**src/verilog/ticc_pkg.sv**
```systemverilog
// package for the timer input-capture channel block
// assumes a byte-wide register port with 16-bit addresses
package ticc_pkg;
   localparam int NUM_CHAN = 6;
   localparam int CNT_WIDTH = 16;
   localparam int DIV_WIDTH = 6;
   // clock select codes
   localparam logic [2:0] PS_EXT_CLOCK = 3'h7;
   localparam logic [2:0] PS_RESET = 3'h0;
   // timer status and control, counter
   localparam logic [15:0] TIMER_CONTROL_ADDR = 16'h002B;
   localparam logic [15:0] COUNT_HIGH_ADDR = 16'h002C;
   localparam logic [15:0] COUNT_LOW_ADDR = 16'h002D;
   // channel control and value registers, index = channel
   localparam logic [15:0] CHAN_CONTROL_ADDR [NUM_CHAN] =
      '{16'h0030, 16'h0033, 16'h0456, 16'h0459, 16'h045C, 16'h045F};
   localparam logic [15:0] CHAN_VALUE_HIGH_ADDR [NUM_CHAN] =
      '{16'h0031, 16'h0034, 16'h0457, 16'h045A, 16'h045D, 16'h0460};
   localparam logic [15:0] CHAN_VALUE_LOW_ADDR [NUM_CHAN] =
      '{16'h0032, 16'h0035, 16'h0458, 16'h045B, 16'h045E, 16'h0461};
   // interrupt status and mask
   localparam logic [15:0] IRQ_STATUS_ADDR = 16'h0462;
   localparam logic [15:0] IRQ_MASK_ADDR = 16'h0463;
   // channel control field positions
   localparam int CTL_FLAG_BIT = 7;
   localparam int CTL_IE_BIT = 6;
   localparam int CTL_MSB_BIT = 5;
   localparam int CTL_MSA_BIT = 4;
   localparam int CTL_ELSB_BIT = 3;
   localparam int CTL_ELSA_BIT = 2;
   localparam int CTL_TOV_BIT = 1;
   localparam int CTL_MAX_BIT = 0;
   localparam logic [7:0] CHAN_CONTROL_RESET = 8'h00;
   localparam logic [7:0] ODD_CONTROL_MASK = 8'hDF;
   localparam logic [7:0] EVEN_CONTROL_MASK = 8'hFF;
   // interrupt status layout: bits 5..0 captures, bit 6 overflow
   localparam int IRQ_OVF_BIT = 6;
   localparam logic [7:0] IRQ_STATUS_RESET = 8'h00;
   localparam logic [7:0] IRQ_MASK_RESET = 8'h00;
   localparam logic [7:0] IRQ_IMPL_MASK = 8'h7F;
   localparam logic [7:0] READ_UNMAPPED = 8'h00;
   // edge select encodings
   typedef enum logic [1:0] {
      EDGE_OFF = 2'h0,
      EDGE_RISE = 2'h1,
      EDGE_FALL = 2'h2,
      EDGE_ANY = 2'h3
   } ticc_edge_type;
endpackage : ticc_pkg

```
**src/verilog/ticc_capture.sv**
```systemverilog
// timer counter, prescaler and six input-capture channels with register port
// assumes pins synchronous-sampled on mclk, one-cycle bus strobes
`timescale 1ns/1ps
`default_nettype none
module ticc_capture #(
   parameter int NUM_CHAN = ticc_pkg::NUM_CHAN,
   parameter int CNT_WIDTH = ticc_pkg::CNT_WIDTH
) (
   input wire logic mclk,
   input wire logic rst,
   input wire logic [15:0] bus_addr,
   input wire logic [7:0] bus_wdata,
   input wire logic bus_wr,
   input wire logic bus_rd,
   output logic [7:0] bus_rdata,
   input wire logic [NUM_CHAN-1:0] chan_pin,
   output logic irq
);
   logic [NUM_CHAN-1:0] pin_meta_ff;
   logic [NUM_CHAN-1:0] pin_sync_ff;
   logic [NUM_CHAN-1:0] pin_prev_ff;
   logic [NUM_CHAN-1:0] rise;
   logic [NUM_CHAN-1:0] fall;
   logic [NUM_CHAN-1:0] cap;
   logic [2:0] ps_ff;
   logic [ticc_pkg::DIV_WIDTH-1:0] div_ff;
   logic [ticc_pkg::DIV_WIDTH-1:0] div_mask;
   logic tick;
   logic [CNT_WIDTH-1:0] count_ff;
   logic ovf;
   logic [7:0] ctrl_ff [NUM_CHAN];
   logic [CNT_WIDTH-1:0] value_ff [NUM_CHAN];
   logic [7:0] irq_status_ff;
   logic [7:0] irq_mask_ff;
   logic [7:0] irq_events;
   logic [7:0] nxt_rdata;
   logic [7:0] bus_rdata_ff;
   logic [NUM_CHAN-1:0] chan_req;
   logic status_rd;

   // pin synchronisers and edge detect
   always_ff @(posedge mclk) begin
      if (rst) begin
         pin_meta_ff <= '0;
         pin_sync_ff <= '0;
         pin_prev_ff <= '0;
      end else begin
         pin_meta_ff <= chan_pin;
         pin_sync_ff <= pin_meta_ff;
         pin_prev_ff <= pin_sync_ff;
      end
   end

   assign rise = pin_sync_ff & ~pin_prev_ff;
   assign fall = ~pin_sync_ff & pin_prev_ff;

   // clock select register
   always_ff @(posedge mclk) begin
      if (rst) begin
         ps_ff <= ticc_pkg::PS_RESET;
      end else if (bus_wr && bus_addr == ticc_pkg::TIMER_CONTROL_ADDR) begin
         ps_ff <= bus_wdata[2:0];
      end
   end

   // free prescaler, tick when low ps bits of divider all ones
   always_ff @(posedge mclk) begin
      if (rst) begin
         div_ff <= '0;
      end else begin
         div_ff <= div_ff + 1'b1;
      end
   end

   assign div_mask = ticc_pkg::DIV_WIDTH'((7'h01 << ps_ff) - 7'h01);

   always_comb begin
      if (ps_ff == ticc_pkg::PS_EXT_CLOCK) begin
         tick = rise[0];
      end else begin
         tick = (div_ff & div_mask) == div_mask;
      end
   end

   // timer counter
   always_ff @(posedge mclk) begin
      if (rst) begin
         count_ff <= '0;
      end else if (tick) begin
         count_ff <= count_ff + 1'b1;
      end
   end

   assign ovf = tick && (&count_ff);

   // edge qualification per channel
   always_comb begin
      for (int i = 0; i < NUM_CHAN; i++) begin
         case (ticc_pkg::ticc_edge_type'(ctrl_ff[i][ticc_pkg::CTL_ELSB_BIT:ticc_pkg::CTL_ELSA_BIT]))
            ticc_pkg::EDGE_RISE: cap[i] = rise[i];
            ticc_pkg::EDGE_FALL: cap[i] = fall[i];
            ticc_pkg::EDGE_ANY: cap[i] = rise[i] | fall[i];
            default: cap[i] = 1'b0;
         endcase
      end
   end

   genvar g;
   generate
      for (g = 0; g < NUM_CHAN; g++) begin : g_chan
         localparam logic [7:0] IMPL = (g % 2 == 1) ? ticc_pkg::ODD_CONTROL_MASK : ticc_pkg::EVEN_CONTROL_MASK;
         logic ctrl_wr;
         assign ctrl_wr = bus_wr && bus_addr == ticc_pkg::CHAN_CONTROL_ADDR[g];

         // control register, flag cleared by writing zero, capture wins
         always_ff @(posedge mclk) begin
            if (rst) begin
               ctrl_ff[g] <= ticc_pkg::CHAN_CONTROL_RESET;
            end else begin
               if (ctrl_wr) begin
                  ctrl_ff[g][6:0] <= bus_wdata[6:0] & IMPL[6:0];
               end
               if (cap[g]) begin
                  ctrl_ff[g][ticc_pkg::CTL_FLAG_BIT] <= 1'b1;
               end else if (ctrl_wr && !bus_wdata[ticc_pkg::CTL_FLAG_BIT]) begin
                  ctrl_ff[g][ticc_pkg::CTL_FLAG_BIT] <= 1'b0;
               end
            end
         end

         // value register, no reset so content survives it
         always_ff @(posedge mclk) begin
            if (cap[g]) begin
               value_ff[g] <= count_ff;
            end else if (bus_wr && bus_addr == ticc_pkg::CHAN_VALUE_HIGH_ADDR[g]) begin
               value_ff[g][15:8] <= bus_wdata;
            end else if (bus_wr && bus_addr == ticc_pkg::CHAN_VALUE_LOW_ADDR[g]) begin
               value_ff[g][7:0] <= bus_wdata;
            end
         end

         assign chan_req[g] = ctrl_ff[g][ticc_pkg::CTL_FLAG_BIT] & ctrl_ff[g][ticc_pkg::CTL_IE_BIT];

         if (g % 2 == 1) begin : g_odd

         end
      end
   endgenerate

   // interrupt status, read clears, set wins
   assign irq_events = {1'b0, ovf, cap};
   assign status_rd = bus_rd && bus_addr == ticc_pkg::IRQ_STATUS_ADDR;

   always_ff @(posedge mclk) begin
      if (rst) begin
         irq_status_ff <= ticc_pkg::IRQ_STATUS_RESET;
      end else if (status_rd) begin
         irq_status_ff <= irq_events;
      end else begin
         irq_status_ff <= irq_status_ff | irq_events;
      end
   end

   always_ff @(posedge mclk) begin
      if (rst) begin
         irq_mask_ff <= ticc_pkg::IRQ_MASK_RESET;
      end else if (bus_wr && bus_addr == ticc_pkg::IRQ_MASK_ADDR) begin
         irq_mask_ff <= bus_wdata & ticc_pkg::IRQ_IMPL_MASK;
      end
   end

   assign irq = (|chan_req) || (|(irq_status_ff & irq_mask_ff));

   // read mux
   always_comb begin
      nxt_rdata = ticc_pkg::READ_UNMAPPED;
      if (bus_addr == ticc_pkg::TIMER_CONTROL_ADDR) begin
         nxt_rdata = {5'h00, ps_ff};
      end else if (bus_addr == ticc_pkg::COUNT_HIGH_ADDR) begin
         nxt_rdata = count_ff[15:8];
      end else if (bus_addr == ticc_pkg::COUNT_LOW_ADDR) begin
         nxt_rdata = count_ff[7:0];
      end else if (bus_addr == ticc_pkg::IRQ_STATUS_ADDR) begin
         nxt_rdata = irq_status_ff;
      end else if (bus_addr == ticc_pkg::IRQ_MASK_ADDR) begin
         nxt_rdata = irq_mask_ff;
      end
      for (int i = 0; i < NUM_CHAN; i++) begin
         if (bus_addr == ticc_pkg::CHAN_CONTROL_ADDR[i]) begin
            nxt_rdata = ctrl_ff[i];
         end
         if (bus_addr == ticc_pkg::CHAN_VALUE_HIGH_ADDR[i]) begin
            nxt_rdata = value_ff[i][15:8];
         end
         if (bus_addr == ticc_pkg::CHAN_VALUE_LOW_ADDR[i]) begin
            nxt_rdata = value_ff[i][7:0];
         end
      end
   end

   // read data valid only in the cycle after the strobe
   always_ff @(posedge mclk) begin
      if (rst) begin
         bus_rdata_ff <= 8'h00;
      end else if (bus_rd) begin
         bus_rdata_ff <= nxt_rdata;
      end else begin
         bus_rdata_ff <= 8'h00;
      end
   end

   assign bus_rdata = bus_rdata_ff;
endmodule : ticc_capture
`default_nettype wire

```
**config.mk**
```make
export PLATFORM = sky130hd
export DESIGN_NAME = ticc_capture
export DESIGN_NICKNAME = d
export VERILOG_FILES = /design/src/verilog/ticc_pkg.sv /design/src/verilog/ticc_capture.sv
export SDC_FILE = /design/constraint.sdc
export NUM_CORES = 1
export LEC_CHECK = 0
export BUFFER_PORTS_ARGS = -buffer_cell sky130_fd_sc_hd__buf_2
export CORE_AREA = 2 2 135 137
export CTS_CLUSTER_SIZE = 8
export DETAILED_ROUTE_END_ITERATION = 12
export DIE_AREA = 0 0 137 139
export GPL_TIMING_DRIVEN = 1
export MAX_ROUTING_LAYER = met4
export PLACE_DENSITY_LB_ADDON = 0.3
export SLEW_MARGIN = 20
export SYNTH_ARGS = -nofsm -noshare
export SYNTH_HDL_FRONTEND = slang
export SYNTH_SLANG_ARGS = --single-unit
```
**constraint.sdc**
```tcl
create_clock -name mclk -period 3.1 [get_ports mclk]
set_input_delay 0.31 -clock mclk [delete_from_list [all_inputs] [get_ports mclk]]
set_output_delay 0.31 -clock mclk [all_outputs]
set_load 0.01 [all_outputs]
```
==> reports/results.txt <==
final WL = 36550 um
grt ovf = 0
Hold WC Path Type = in2reg
average wire per standard cell = 27.85 um
htree depth = 1
setup TNS = 0 ps
Worst Tran Pin Value = 671.8 ps
fmax = 388.5 MHz
DPL Wire Length = 25540 um
post-route DRC violation count = 0
Avg Cell Area, Syn = 10.79 sq um
Fillers = 1329
synthesized flop and latch total = 206
initial antenna violation count = 0
area delta synth->final = 15.03%
share of flip-flops with an asynchronous set or reset = 0%
layout cell share with drive strength beyond 1 = 25.30%
# resized after CTS = 0
die width = 137 um
Worst Path Arrival = 2980 ps
CTS Buf Count = 29
EDFF count, synth = 141
Clock Path Buffers = 3
clock sinks = 206
first-pass GRT wire length = 53820 um
RSZ-0062 raised after global routing = false
critical-path maximum fanout = 9
full die area = 0.01904 sq mm
Netlist cell types = 67
core area = 0.01766 sq mm
PortBufs = 42
critical path type = in2reg
Vias/cell = 6.748
maximum VDD drop = 0.5022 mV
vias in the first global route = 8424
Setup WS pre-CTS = -5.187 ps
Initial Util = 60.63%
1st-pass router iterations = 5
crit end category = flop
MaxCap Viol Count = 0
initial drt markers = 1267
largest net degree at the start of global routing = 68
Top Ports = 43
Die Y-Extent = 139 um
Req. time, crit path = 3510 ps
status = completed
clk root buf = clkbuf_16
Worst setup SP type = input pin
latest clock arrival within the worst-skew pair = 560 ps
RD Place Congestion = 1.055
top_reg_cell synth = edfxtp_1
cell row count = 49
Max-slew headroom = 54.74%
Syn Nets = 1040
Inserted Diodes = 0
post-route setup slack = 525.9 ps
Final Setup Violations = 0
CTS tree = yes
post-route ant nets = 0
final hold viol count = 0
PD cells = 516.8 mW/mm^2
Layout Nets = 1109
cells after synthesis = 992
leakage = 4.690 nW
aggregate global-route resource usage = 40.10%
worst hold margin = 85.57 ps
Clock transition at path regs = 50 ps
period utilization = 83.04%
DR vias = 8853
Final min period = 2574 ps
YS warnings = 0
max-slew violations = 0
Post-Syn Area = 0.01071 sq mm
sequential fraction of the synthesis area = 51.71%
clock skew = 13.07 ps
kinds of logic (layout without fill, tap and decap cells):
| group | count (synthesis) | after routing | synth area share [%] |
|---|---|---|---|
| adder cells (fa/ha/maj) | 14 | 14 | 1.636 |
| AND/OR/NAND/NOR | 336 | 336 | 17.38 |
| XOR/XNOR | 16 | 16 | 1.309 |
| AO/OA/AOI/OAI | 203 | 203 | 12.59 |
| flip-flops | 206 | 206 | 51.71 |
| multiplexers | 109 | 109 | 11.48 |
| buffers and inverters | 108 | 199 | 3.904 |
cells in the final DEF (no fill, tap or decap), types with 18 or more instances in the layout:
master / count
nor2b_1: 22
clkbuf_16: 29
dfxtp_1: 65
nand3_1: 23
buf_2: 42
clkbuf_1: 23
nand2_1: 82
buf_4: 67
o21ai_0: 51
o22ai_1: 18
mux2_2: 100
inv_1: 30
and3_1: 45
a21oi_1: 41
edfxtp_1: 141
nor2_1: 67
final timing paths:
check | startpoint | to | slack [ps] | cells after the start
worst max-delay path | bus_addr[12] | bus_rdata[2] | 530 | 7
worst min-delay path | rst | pin_prev_ff[5] | 90 | 2
worst max register to register | pin_sync_ff[5] | value_ff[5][13] | 560 | 9
worst min register to register | pin_meta_ff[0] | pin_sync_ff[0] | 440 | 1
power breakdown:
group | internal [mW] | switching (mW)
clock | 1.75 | 1.16
sequential | 3.02 | 0.0802
combinational | 0.113 | 0.238
what timing repair did:
item                                   in CTS  in global routing
hold buffers                                6                  0
endpoints found under the hold margin       6                  0
setup buffers                               0                  0
Yosys cell counts (9+ instances only):
cell,number,area [sq um]
nand3_1,23,115.1
xor2_1,9,78.83
ha_1,14,175.2
nor3_1,15,75.07
nand2_1,82,307.8
or3_1,16,100.1
o21ai_0,51,255.2
a211oi_1,9,67.56
a21oi_1,41,205.2
nor2_1,68,255.2
a221oi_1,17,148.9
mux2_2,100,1126
dfxtp_1,65,1301
clkbuf_1,55,206.5
a22oi_1,12,90.09
inv_1,30,112.6
buf_1,13,48.80
edfxtp_1,141,4234
buf_2,10,50.05
o22ai_1,18,112.6
and3_1,45,281.5
nor2b_1,22,137.6
through the flow:
step,total power [mW],area [sq um],util (%),std cells
final,6.364,12310,69.74,1312
after global routing,6.510,12310,69.74,1312
after CTS,6.363,12310,69.74,1312
after detailed placement,3.482,11420,64.69,1253
after global placement,3.476,11420,64.69,1253
after floorplan,3.302,10710,-,992
registers in the layout, summed over array words and instances, names as in the netlist:
name	count
value_ff	96
ctrl_ff	45
count_ff	16
bus_rdata	8
irq_mask_ff	7
irq_status_ff	7
div_ff	6
pin_meta_ff	6
pin_prev_ff	6
pin_sync_ff	6
ps_ff	3
final cells by class:
type	instances	area, sq um	share of cell area [%]
Inverter	30	112.6	0.9144
Multi-Input combinational cell	678	4755	38.61
Tap cell	229	286.5	2.327
Clock buffer	52	812.0	6.594
Clock inverter	1	20.02	0.1626
Sequential cell	206	5535	44.95
Timing Repair Buffer	116	793.3	6.442
critical path: stages:
cell and delay (ps):
buf_2 120, or4_1 730, or4_1 770, o221ai_2 270, a31oi_1 110, o41ai_1 530, a21oi_1 130
routing by layer:
metal	up-vias	wire (um)	GRT usage, %
li1	3855	-	-
met1	4246	14780	57.47
met2	629	15630	56.30
met3	123	4415	8.041
met4	0	1719	15.14
met5	-	0	-
(Power assumes the default switching activity.)
